`src/cgc_params.svh`:
```
// Purpose: Constants for the counter gate control block
// Assumes: Included by the package, cgc_gate_ctrl and the bench
// Notes:   Bus offsets are byte addresses on a 32-bit Avalon-MM slave
// Operation
// - Counter on and gate enabled: counting only while gate function allows.
// - Counter on and gate enable clear: every count event advances regardless of gate.
// - Polarity one: gate active high, counting while gate high.
// - Polarity zero: gate active low, counting while gate low.
// - Toggle mode on: gate flip-flop flips on each gate rising edge.
// - Toggle mode off: toggle stage bypassed and flip-flop held clear.
// - Single-pulse bit set routes gate through acquisition; clear makes it idle.
// - Acquisition status reads one while armed and waiting for gate edge.
// - Acquisition status reads zero when finished or never started.
// - Gate value bit shows gate state that would reach the counter.
// - Source code 10 picks comparator output, optionally synchronized.
// - Source code 01 picks companion timer overflow output.
// - Gate value readback ignores the gate enable bit.
`ifndef CGC_PARAMS_SVH
`define CGC_PARAMS_SVH

`define CGC_DW       32
`define CGC_AW       4
`define CGC_CTRL_W   8
`define CGC_OFS_CTRL 4'h0
`define CGC_OFS_CFG  4'h4
`define CGC_OFS_IST  4'h8
`define CGC_OFS_IMSK 4'hC
`define CGC_SRC_PIN  2'h0
`define CGC_SRC_TMR  2'h1
`define CGC_SRC_CMP  2'h2
`define CGC_SRC_RSV  2'h3

`endif

```
`src/cgc_pkg.sv`:
```
// Purpose: Types shared by the counter gate control modules
// Assumes: cgc_params.svh supplies the widths
// Notes:   Control struct order matches the register bit order 7..0
`include "cgc_params.svh"
package cgc_pkg;

   typedef struct packed {
      logic       gate_en;
      logic       gate_pol;
      logic       gate_tog;
      logic       gate_sp;
      logic       acq_go;
      logic       gate_val;
      logic [1:0] src_sel;
   } cgc_ctrl_t;

   typedef struct packed {
      logic [5:0] rsvd;
      logic       cmp_sync_en;
      logic       counter_on;
   } cgc_cfg_t;

   typedef struct packed {
      logic gate_rise;
      logic acq_done;
   } cgc_irq_t;

   typedef struct packed {
      logic                read;
      logic                write;
      logic [`CGC_AW-1:0]  address;
      logic [`CGC_DW-1:0]  writedata;
   } cgc_avmm_req_t;

   typedef struct packed {
      logic pin;
      logic cmp;
      logic ovf;
   } cgc_gate_in_t;

   typedef struct packed {
      logic meta;
      logic sync;
   } cgc_sync_st_t;

   typedef struct packed {
      logic pol_prev;
      logic toggle;
      logic out_prev;
   } cgc_shp_st_t;

   typedef struct packed {
      cgc_ctrl_t          ctrl;
      cgc_cfg_t           cfg;
      cgc_irq_t           ist;
      cgc_irq_t           imsk;
      logic               ack;
      logic [`CGC_DW-1:0] rdata;
      logic               sp_active;
      logic               advance;
   } cgc_top_st_t;

endpackage

```
`src/cgc_gate_ctrl.sv`:
```
// Purpose: Gate control for a 16-bit counter, with Avalon-MM registers
// Assumes: Pin and overflow gate inputs and count_tick synchronous to mclk, 20 MHz
// Notes:   Every access gets one wait cycle; count_advance is registered
//
// Our own choices: register access over Avalon-MM and the register addresses.
`timescale 1ns/100ps
`include "cgc_params.svh"
module cgc_gate_ctrl (
   input  wire cgc_pkg::cgc_avmm_req_t avs_req,
   input  wire logic                   mclk,
   input  wire logic                   arst_n,
   output      logic [`CGC_DW-1:0]     avs_readdata,
   output      logic                   avs_waitrequest,
   input  wire cgc_pkg::cgc_gate_in_t  gate_in,
   input  wire logic                   count_tick,
   output      logic                   count_advance,
   output      logic                   irq
);
   import cgc_pkg::*;

   cgc_top_st_t st_reg;
   cgc_top_st_t st_next;
   logic        cmp_sync;
   logic        gate_src;
   logic        gate_shaped;
   logic        gate_rise;
   logic        gate_fall;
   logic        gate_final;
   logic        acc;
   logic        wr;
   logic        sp_done;

   // Comparator may be asynchronous, so it gets its own synchroniser
   cgc_sync u_cmp_sync (
      .mclk   (mclk),
      .arst_n (arst_n),
      .d      (gate_in.cmp),
      .q      (cmp_sync)
   );

   // Gate source select; the reserved code yields a low source
   always_comb begin
      unique case (st_reg.ctrl.src_sel)
         `CGC_SRC_PIN: gate_src = gate_in.pin;
         `CGC_SRC_TMR: gate_src = gate_in.ovf;
         `CGC_SRC_CMP: begin
            gate_src = st_reg.cfg.cmp_sync_en ? cmp_sync
                                              : gate_in.cmp;
         end
         default:      gate_src = 1'b0;
      endcase
   end

   cgc_gate_shaper u_shaper (
      .mclk      (mclk),
      .arst_n    (arst_n),
      .gate_src  (gate_src),
      .gate_pol  (st_reg.ctrl.gate_pol),
      .gate_tog  (st_reg.ctrl.gate_tog),
      .gate_out  (gate_shaped),
      .gate_rise (gate_rise),
      .gate_fall (gate_fall)
   );

   // In single-pulse mode only the one captured pulse opens the gate
   assign gate_final = gate_shaped & (~st_reg.ctrl.gate_sp
                     | st_reg.sp_active
                     | (st_reg.ctrl.acq_go & gate_rise));

   // Bus handshake: one wait cycle so read data come from a flop
   assign acc             = avs_req.read | avs_req.write;
   assign wr              = avs_req.write & st_reg.ack;
   assign avs_waitrequest = acc & ~st_reg.ack;
   assign avs_readdata    = st_reg.rdata;
   assign count_advance   = st_reg.advance;
   assign irq             = |(st_reg.ist & st_reg.imsk);

   // Next state: acquisition, register writes, read capture, counting
   always_comb begin
      cgc_ctrl_t wctl;
      cgc_ctrl_t rctl;
      cgc_irq_t  w1c;
      wctl    = cgc_ctrl_t'(avs_req.writedata[`CGC_CTRL_W-1:0]);
      rctl    = st_reg.ctrl;
      w1c     = '0;
      st_next = st_reg;
      sp_done = 1'b0;
      st_next.ack = acc & ~st_reg.ack;

      // Single-pulse acquisition
      if (st_reg.ctrl.acq_go && gate_rise) begin
         st_next.sp_active = 1'b1;
      end
      if (st_reg.sp_active && gate_fall) begin
         st_next.sp_active    = 1'b0;
         st_next.ctrl.acq_go  = 1'b0;
         sp_done              = 1'b1;
      end

      // Register writes; a software arm beats the hardware clear
      if (wr) begin
         unique case (avs_req.address)
            `CGC_OFS_CTRL: begin
               st_next.ctrl          = wctl;
               st_next.ctrl.gate_val = 1'b0;
               if (!wctl.acq_go) begin
                  st_next.sp_active = 1'b0;
               end
               if (wctl.acq_go) begin
                  st_next.ctrl.acq_go = 1'b1;
                  st_next.sp_active   = 1'b0;
               end
            end
            `CGC_OFS_CFG: begin
               st_next.cfg      = cgc_cfg_t'(avs_req.writedata[7:0]);
               st_next.cfg.rsvd = '0;
            end
            `CGC_OFS_IST:  w1c = cgc_irq_t'(avs_req.writedata[1:0]);
            `CGC_OFS_IMSK: st_next.imsk = cgc_irq_t'(avs_req.writedata[1:0]);
            default: ;
         endcase
      end

      // Mode off: nothing armed, nothing in progress
      if (!st_next.ctrl.gate_sp) begin
         st_next.ctrl.acq_go = 1'b0;
         st_next.sp_active   = 1'b0;
      end

      // Sticky events, set wins over a same-cycle clear
      st_next.ist.acq_done  = (st_reg.ist.acq_done & ~w1c.acq_done)
                              | sp_done;
      st_next.ist.gate_rise = (st_reg.ist.gate_rise & ~w1c.gate_rise)
                              | gate_rise;

      // Read capture in the wait cycle; gate value is live
      rctl.gate_val = gate_final;
      if (avs_req.read && !st_reg.ack) begin
         unique case (avs_req.address)
            `CGC_OFS_CTRL: st_next.rdata = {24'h000000, rctl};
            `CGC_OFS_CFG:  st_next.rdata = {24'h000000, st_reg.cfg};
            `CGC_OFS_IST:  st_next.rdata = {30'h0, st_reg.ist};
            `CGC_OFS_IMSK: st_next.rdata = {30'h0, st_reg.imsk};
            default:       st_next.rdata = '0;
         endcase
      end

      // Counting permission
      st_next.advance = count_tick & st_reg.cfg.counter_on
                        & (~st_reg.ctrl.gate_en | gate_final);
   end

   always_ff @(posedge mclk or negedge arst_n) begin
      if (!arst_n) begin
         st_reg <= '0;
      end else begin
         st_reg <= st_next;
      end
   end
endmodule

```
`src/cgc_sync.sv`:
```
// Purpose: Two-stage synchroniser for the comparator gate source
// Assumes: Input may change at any time relative to mclk
// Notes:   Only the second stage leaves this module
`timescale 1ns/100ps
module cgc_sync (
   input  wire logic mclk,
   input  wire logic arst_n,
   input  wire logic d,
   output      logic q
);
   import cgc_pkg::*;

   cgc_sync_st_t st_reg;
   cgc_sync_st_t st_next;

   // First stage feeds the second and nothing else
   always_comb begin
      st_next      = st_reg;
      st_next.meta = d;
      st_next.sync = st_reg.meta;
   end

   always_ff @(posedge mclk or negedge arst_n) begin
      if (!arst_n) begin
         st_reg <= '0;
      end else begin
         st_reg <= st_next;
      end
   end

   assign q = st_reg.sync;

endmodule

```
`src/cgc_gate_shaper.sv`:
```
// Purpose: Gate polarity and toggle stage, with edge detection
// Assumes: Selected gate source is synchronous to mclk
// Notes:   Toggle output lags the polarised gate by one cycle
`timescale 1ns/100ps
module cgc_gate_shaper (
   input  wire logic mclk,
   input  wire logic arst_n,
   input  wire logic gate_src,
   input  wire logic gate_pol,
   input  wire logic gate_tog,
   output      logic gate_out,
   output      logic gate_rise,
   output      logic gate_fall
);
   import cgc_pkg::*;

   cgc_shp_st_t st_reg;
   cgc_shp_st_t st_next;
   logic        pol_gate;

   // Polarity, toggle flip-flop and output edges
   always_comb begin
      st_next          = st_reg;
      pol_gate         = gate_pol ? gate_src : ~gate_src;
      st_next.pol_prev = pol_gate;
      if (gate_tog) begin
         if (pol_gate && !st_reg.pol_prev) begin
            st_next.toggle = ~st_reg.toggle;
         end
      end else begin
         st_next.toggle = 1'b0;
      end
      gate_out         = gate_tog ? st_reg.toggle : pol_gate;
      st_next.out_prev = gate_out;
      gate_rise        = gate_out & ~st_reg.out_prev;
      gate_fall        = ~gate_out & st_reg.out_prev;
   end

   // Edge memory starts at the open level of the reset-state gate
   // (active low, source low), so no false rise follows reset
   always_ff @(posedge mclk or negedge arst_n) begin
      if (!arst_n) begin
         st_reg <= '{pol_prev: 1'b1, toggle: 1'b0, out_prev: 1'b1};
      end else begin
         st_reg <= st_next;
      end
   end
endmodule

```
`config.mk`:
```
export PLATFORM = sky130hd
export DESIGN_NAME = cgc_gate_ctrl
export DESIGN_NICKNAME = d
export VERILOG_FILES = /design/src/cgc_pkg.sv /design/src/cgc_gate_ctrl.sv /design/src/cgc_sync.sv /design/src/cgc_gate_shaper.sv
export VERILOG_INCLUDE_DIRS = /design/src
export SDC_FILE = /design/constraint.sdc
export NUM_CORES = 1
export LEC_CHECK = 0
export ABC_AREA = 1
export BUFFER_PORTS_ARGS = -buffer_cell sky130_fd_sc_hd__buf_2
export CAP_MARGIN = 20
export CORE_MARGIN = 8
export CORE_UTILIZATION = 45
export DETAILED_ROUTE_END_ITERATION = 12
export GPL_TIMING_DRIVEN = 0
export HOLD_SLACK_MARGIN = 0.12
export PLACE_DENSITY = 0.87
export SKIP_CTS_REPAIR_TIMING = 1
export SLEW_MARGIN = 20
export SYNTH_ARGS = -nofsm -noshare
export SYNTH_HDL_FRONTEND = slang
export SYNTH_SLANG_ARGS = --single-unit
```
`constraint.sdc`:
```
create_clock -name mclk -period 1.6 [get_ports mclk]
set_input_delay 0 -clock mclk [delete_from_list [all_inputs] [get_ports mclk]]
set_output_delay 0 -clock mclk [all_outputs]
set_load 0.02 [all_outputs]
```
=== Word-level counts from Yosys, hierarchy flattened ===
Cells that the tools add are included.

* Flip-flop bits (word level): 53
* Bits of input ports: 44
* Logic and storage cells: 86

* Equality and inequality tests: 6
* Muxes and demuxes: 21
* Bitwise logic cells: 26
* Reduce and logical (&&, ||, !) cells: 12

{| class="wikitable"
|+ Operators by type and width
! operator !! count
|-
| 8-bit one-hot mux with 4 select lines || 1
|-
| 1-bit 2-to-1 mux || 14
|-
| 13-bit 2-to-1 mux || 1
|-
| 1-bit bitwise AND || 10
|-
| 1-bit inverter || 9
|-
| 4-bit equality test (second input constant) || 2
|-
| 2-bit 2-to-1 mux || 3
|-
| 1-bit bitwise OR || 6
|-
| 2-bit AND reduction || 3
|-
| 5-bit 2-to-1 mux || 1
|-
| 4-bit by 3-bit equality test with 1-bit output (second input constant) || 1
|-
| 1-bit logical AND || 4
|-
| 4-bit logical NOT || 1
|-
| 1-bit one-hot mux with 3 select lines || 1
|-
| 2-bit bitwise AND || 1
|-
| 2-bit by 1-bit equality test with 1-bit output (second input constant) || 1
|-
| 2-bit equality test (second input constant) || 1
|-
| 1-bit logical NOT || 2
|-
| 2-bit logical NOT || 1
|-
| 2-bit by 1-bit != test with 1-bit output (second input constant) || 1
|-
| 2-bit OR reduction || 1
|}

=== Longest topological paths before layout ===
Gate-level depths: netlist (run 1).

* Word-level depth: 12
* Mapped depth: 10
* Mapped depth without buffers: 10

=== Modules after synthesis ===
Synthesis (run 1) repeated with hierarchy kept, for this count alone.

* Cells, all modules: 190
* Area total of the unflattened synthesis: 1579.0 µm²

{| class="wikitable"
|+ Modules (own cells, without submodules)
! module !! instances !! cells each !! area each (µm²)
|-
| cgc_gate_ctrl || 1 || 165 || 1357.6
|-
| cgc_gate_shaper || 1 || 23 || 171.4
|-
| cgc_sync || 1 || 2 || 50.0
|}

=== Worst setup path before layout (run 1) ===
OpenSTA, ideal clock, no wires.

* Path kind: register to register
* From: register st_reg[48] in the netlist's numbering
* To: register st_reg[50] in the netlist's numbering
* Library setup time: 123 ps
* Data arrival time: 1035 ps
* Data required time: 1477 ps
* Path slack: 442 ps
* Cell stages (with the launch flop): 11
* Buffers on the path: 0
* Period minus slack after synthesis: 1158 ps
* Cells stage by stage: dfrtp_1 -> inv_1 -> nand2_1 -> nand2_1 -> nand3_1 -> nand2_1 -> nand2_2 -> nand2_1 -> nand3b_2 -> nand2_1 -> a21oi_1

{| class="wikitable"
|+ RTL lines
! element !! line !! text
|-
| start: declaration || cgc_gate_ctrl.sv:21 || <nowiki>cgc_top_st_t st_reg;</nowiki>
|-
| start signal: assignment || cgc_gate_ctrl.sv:157 || <nowiki>st_reg <= st_next;</nowiki>
|}

=== Worst setup path after layout (run 1) ===
* From: input avs_req[37] in the netlist's numbering
* To: output avs_waitrequest

* Cells in the longest elaborated chain, start to end: 2

{| class="wikitable"
|+ Ends and longest elaborated chain
! element !! line !! text
|-
| start: declaration || cgc_gate_ctrl.sv:9 || <nowiki>input wire cgc_pkg::cgc_avmm_req_t avs_req,</nowiki>
|-
| 1-bit bitwise OR || cgc_gate_ctrl.sv:71 || <nowiki>assign acc = avs_req.read | avs_req.write;</nowiki>
|-
| 1-bit bitwise AND || cgc_gate_ctrl.sv:73 || <nowiki>assign avs_waitrequest = acc & ~st_reg.ack;</nowiki>
|-
| end: declaration || cgc_gate_ctrl.sv:13 || <nowiki>output logic avs_waitrequest,</nowiki>
|}

No other way between the ends.

==> results of run 1 <==
==> report_power, final <==
part           internal, uW  switching, uW
combinational           211            318
sequential              858           81.6
clock                   165            264
==> cell type report <==
| class | count | area [sq um] |
|---|---|---|
| multi-input combinational | 123 | 576 |
| fill | 312 | 1280 |
| inverter | 22 | 83.8 |
| sequential | 29 | 728 |
| clock buffer | 5 | 37.5 |
| clock inverter | 3 | 17.5 |
| timing repair buffer | 43 | 285 |
| buffer | 32 | 240 |
| tap | 46 | 57.6 |
==> worst min path at each step <==
stage | from | cells past startpoint | slack [ps] | to
finish | gate_in[2] | 5 | 70 | u_shaper.st_reg[2]
global route | gate_in[2] | 5 | 120 | u_shaper.st_reg[2]
CTS | arst_n | 1 | -310 | st_reg[34]
detailed placement | arst_n | 1 | 60 | st_reg[34]
global placement | arst_n | 1 | 50 | st_reg[34]
floorplan | arst_n | 0 | -300 | avs_readdata[0]
==> per-stage QoR <==
stage          setup slack, ps  cell area (sq um)  hold slack, ps
5_1_grt                   12.6               2030             121
3_5_place_dp               253               1830            55.2
6_report                  89.1               2030            66.4
4_1_cts                    243               1890            -315
3_3_place_gp               308               1830            45.4
2_1_floorplan              442               1630            -296
==> per-layer routing <==
layer | routed length (microns) | up-vias | track usage [%]
met5 | 0 | - | 0
met4 | 37 | 0 | 4.57
met3 | 313 | 5 | 5.26
li1 | - | 663 | -
met1 | 1430 | 584 | 14.1
met2 | 1620 | 48 | 19.2
==> cell families (layout without fill, tap and decap cells) <==
logic type	Yosys count	in the layout
AO/OA/AOI/OAI	22	22
XOR/XNOR	1	1
buffers and inverters	54	105
flip-flops	29	29
other	1	24
AND/OR/NAND/NOR	76	76
==> synthesized netlist by cell type (all sizes together) <==
master / number / area share [%]
nand4: 2 / 0.81
nand3b: 1 / 0.73
or2: 1 / 0.57
nand3: 6 / 1.9
o2111ai: 1 / 0.57
a31oi: 1 / 0.41
a22o: 4 / 2.3
buf: 32 / 16
nand2: 55 / 14
a21oi: 3 / 0.97
o21ai: 13 / 4.2
clkinv: 2 / 0.57
dfrtp: 27 / 44
nor3: 4 / 2.0
inv: 20 / 4.9
xor2: 1 / 0.57
conb: 1 / 0.24
nor2: 7 / 2.2
dfstp: 2 / 3.4
==> worst min-delay path: cells and delay by family <==
family,cells,cell delay (ps)
and+or+nand+nor,3,250
buffers and inverters,2,130
==> flow_summary.json, run 1 <==
{
  "status": "finished clean",
  "wl_per_cell_microns": 11.2,
  "cts-root-buf": "clkbuf_4",
  "ys_ff_latch": 29,
  "synth_compound_area_share_pct": 8.44,
  "io_buffers": 29,
  "synth-simple-area-share_pct": 22.5,
  "die_w_microns": 74.5,
  "setup_viol": 0,
  "yosysWarnings": 0,
  "cpMaxStageDelayCell": "dlygate4sd3_1",
  "relSlewSlack_pct": 57.5,
  "largest_reg_flops": 15,
  "path_cells": "dlygate4sd3_1 > buf_2 > nor2_1 > dlygate4sd3_1 > nor2_1 > buf_2",
  "hold_path_class": "input pin to flop",
  "yosysUniqueCellTypes": 26,
  "critPathKind": "input pin to primary output",
  "core_region_area_sq_um": 3310,
  "r2r-start": "st_reg[48]",
  "crit_start": "avs_req[37]",
  "insertion_delay_ps": 330,
  "fin_util_pct": 61.2,
  "critPathBufInv": 4,
  "timing.critical_path.fanout_max": 2,
  "totalPowerFinal_uw": 1900,
  "grt_overflow": 0,
  "rsz0062_at_grt": "false",
  "drv_cap": 0,
  "detail-route-antenna-nets": 0,
  "fmax_mhz": 662,
  "final_cells": 303,
  "dr.pass1.iters": 4,
  "timing.clock.skew_ps": 11.7,
  "final_common_cell": "nand2_1",
  "cp-endpoint": "avs_waitrequest",
  "synth_top_family_by_area": "simple AND/OR/NAND/NOR gates",
  "ir_drop_uv": 568,
  "cts_max_path_buffers": 2,
  "synth_mux_area_share_pct": 0,
  "rrSetupSlack_ps": 240,
  "clkSlewWorstSetupHoldPaths_ps": 80,
  "seq_area_frac_synth_pct": 47.2,
  "drc": 0,
  "htree_levels": 2,
  "dp_hpwl_mm": 2.50,
  "place.gp.congestion": 0.820,
  "reg2reg_depth": 10,
  "syn_to_final_growth_pct": 31.4,
  "crit_path_end_kind": "primary output",
  "grt_pass1_vias": 1199,
  "p_leak_uw": 0.00115,
  "grt_max_degree": 30,
  "fin_crit_sh_pct": 94.4,
  "r2r_end": "count_advance",
  "dp_cells": 281,
  "max_slew.worst_pin.slew_ps": 638,
  "rows": 21,
  "cp_num_cells": 6,
  "final_hold_viol_count": 0,
  "die_h_microns": 74.5,
  "diodes": 0,
  "antenna_found_initial": 0,
  "grtUsageTotal_pct": 12.1,
  "slowest_delay_ps": 540,
  "io_pins": 79,
  "clock-sinks": 29,
  "cp.required_ps": 1600,
  "grt_pass1_wl_mm": 5.13,
  "fin_setup_tns_ps": 0,
  "period_minus_slack_ps": 1510,
  "critPathLaunchType": "input pin",
  "drive_gt1_share_pct": 31.9,
  "synth_cells": 183,
  "synth-adder-area-share_pct": 0,
  "cp.arrival_ps": 1510,
  "synth_xor_area_share_pct": 0.568,
  "routed_wl_mm": 3.40,
  "syn_area_sq_um": 1540,
  "via_per_inst": 4.29,
  "cts_tree": "done",
  "nNetsFinal": 300,
  "power_density_nw_per_um2": 937,
  "mostFrequentLayoutCells": "nand2_1 (52), buf_4 (32), buf_2 (29)",
  "drtIter0Drc": 70,
  "final-max-slew-violation-count": 0,
  "postSynthAreaPerCell_sq_um": 8.42,
  "die-area_sq_um": 5550,
  "crit_family": "buffers and inverters",
  "num_vias": 1300,
  "cts_inserted_buffers": 5,
  "initial_core_util_pct": 46.6
}
Power figures use the tool's default switching activity.
==> inputs of run 2 (changes only) <==
--- a/config.mk
+++ b/config.mk
@@ -9,7 +9,7 @@
 export ABC_AREA = 1
 export BUFFER_PORTS_ARGS = -buffer_cell sky130_fd_sc_hd__buf_2
 export CAP_MARGIN = 20
-export CORE_MARGIN = 8
+export CORE_MARGIN = 3
 export CORE_UTILIZATION = 45
 export DETAILED_ROUTE_END_ITERATION = 12
 export GPL_TIMING_DRIVEN = 0
==> run 2 against run 1 <==
  * Via count down 0.62%
  * Register-to-register slack improved by 20 ps
  * Sequential share of layout area shrank 0.57 points
  * Largest power group unchanged
  * Largest cell class unchanged
  * Worst setup slack improved by 5.6 ps
  * Cell area rose by 1.6%
  * Combinational power barely moved
  * Clock skew decreased by 6.9 ps
  * Die area fell by 25%
  * Routed wire length down 9.5%
  * Global-route usage rose by 3.4 points
==> flow_summary.json, run 2 (synthesis results as in run 1) <==
{
  "fin_util_pct": 65.3,
  "io_buffers": 29,
  "period_minus_slack_ps": 1510,
  "cp.required_ps": 1600,
  "wl_per_cell_microns": 10.2,
  "mostFrequentLayoutCells": "nand2_1 (52), buf_4 (32), buf_2 (29)",
  "core_region_area_sq_um": 3150,
  "rsz0062_at_grt": "false",
  "syn_to_final_growth_pct": 33.5,
  "p_leak_uw": 0.00117,
  "drive_gt1_share_pct": 32.0,
  "die_h_microns": 64.5,
  "status": "finished clean",
  "place.gp.congestion": 0.873,
  "timing.clock.skew_ps": 4.81,
  "largest_reg_flops": 15,
  "fmax_mhz": 664,
  "clkSlewWorstSetupHoldPaths_ps": 90,
  "cpMaxStageDelayCell": "dlygate4sd3_1",
  "crit_path_end_kind": "primary output",
  "nNetsFinal": 302,
  "rows": 20,
  "antenna_found_initial": 0,
  "final_hold_viol_count": 0,
  "cts_max_path_buffers": 2,
  "clock-sinks": 29,
  "dp_hpwl_mm": 2.33,
  "die_w_microns": 64.5,
  "grt_pass1_wl_mm": 4.86,
  "grt_max_degree": 30,
  "slowest_delay_ps": 540,
  "fill_cells": 274,
  "io_pins": 79,
  "final-max-slew-violation-count": 0,
  "max_slew.worst_pin.slew_ps": 623,
  "fin_crit_sh_pct": 94.1,
  "power_density_nw_per_um2": 954,
  "cts_inserted_buffers": 5,
  "insertion_delay_ps": 320,
  "fin_ws_ps": 94.7,
  "drtIter0Drc": 37,
  "fin_setup_tns_ps": 0,
  "hold_path_class": "input pin to flop",
  "final_common_cell": "nand2_1",
  "drc": 0,
  "drv_cap": 0,
  "ir_drop_uv": 543,
  "cts-root-buf": "clkbuf_4",
  "routed_wl_mm": 3.08,
  "relSlewSlack_pct": 58.5,
  "via_per_inst": 4.26,
  "detail-route-antenna-nets": 0,
  "htree_levels": 2,
  "cts_tree": "done",
  "initial_core_util_pct": 48.9,
  "path_cells": "dlygate4sd3_1 > buf_2 > nor2_1 > dlygate4sd3_1 > nor2_1 > buf_2",
  "num_vias": 1292,
  "dr.pass1.iters": 4,
  "critPathBufInv": 4,
  "cp.arrival_ps": 1510,
  "grtUsageTotal_pct": 15.5,
  "crit_family": "buffers and inverters",
  "critPathLaunchType": "input pin",
  "diodes": 0,
  "post-place-ws_ps": 269,
  "holdWs_ps": 157,
  "timing.critical_path.fanout_max": 2,
  "critPathKind": "input pin to primary output",
  "setup_viol": 0,
  "grt_pass1_vias": 1085,
  "grt_overflow": 0,
  "die-area_sq_um": 4160
}
## run 2: changes by cell type in the layout (fill, tap and decap cells not counted), sizes merged
cell         change
clkinvlp         -1
clkinv           -2
inv              +1
dlygate4sd3      +2
clkbuf           +2
## run 2: routing by layer
metal	track usage (%)	wire [microns]
met1	19.5	1350
met2	24.4	1450
met3	5.72	244
met4	5.54	40
met5	0	0
## run 2: area by class of cell
class                   count  area, sq um  area share, %
inverters                  22         83.8           4.07
multi-input cells         123          576           28.0
clock buffers               7         65.1           3.16
well taps                  44         55.1           2.67
flip-flops and latches     29          728           35.4
plain buffers              32          240           11.7
repair buffers             45          305           14.8
clock inverters             1         5.00          0.243
## run 2: report_power, final
part           total [uW]  switching [uW]  internal (uW)
Combinational         527             313            214
Clock                 497             243            254
Sequential            940            82.3            858
Total                1960             638           1330
## run 2: worst register-to-register path: stages, from the launching register on
cell and delay, ps:
dfrtp_1 420, inv_1 100, nand2_1 60, nand2_1 70, nand3_1 70, nand2_1 90
nand3_1 110, nand4_1 140, nand3_1 90, nand2_1 60, inv_1 30
## run 2: metrics by stage
stage,instance area [sq um],std cells,total power [uW]
after floorplan,1630,206,1310
after global placement,1830,279,1430
after CTS,1900,287,1960
after detailed placement,1830,279,1450
final,2060,303,1960
after global routing,2060,303,2110
## run 2: worst paths after layout
kind | cells after the start | to | slack [ps] | from
worst max-delay path | 6 | avs_waitrequest | 90 | avs_req[37]
worst min-delay path | 5 | st_reg[50] | 160 | avs_req[33]
worst max register to register | 10 | count_advance | 260 | st_reg[48]
worst min register to register | 0 | u_cmp_sync.q | 370 | u_cmp_sync.st_next[0]
max in group asynchronous | 2 | avs_readdata[5] | 970 | arst_n
min in group asynchronous | 2 | st_reg[34] | 220 | arst_n
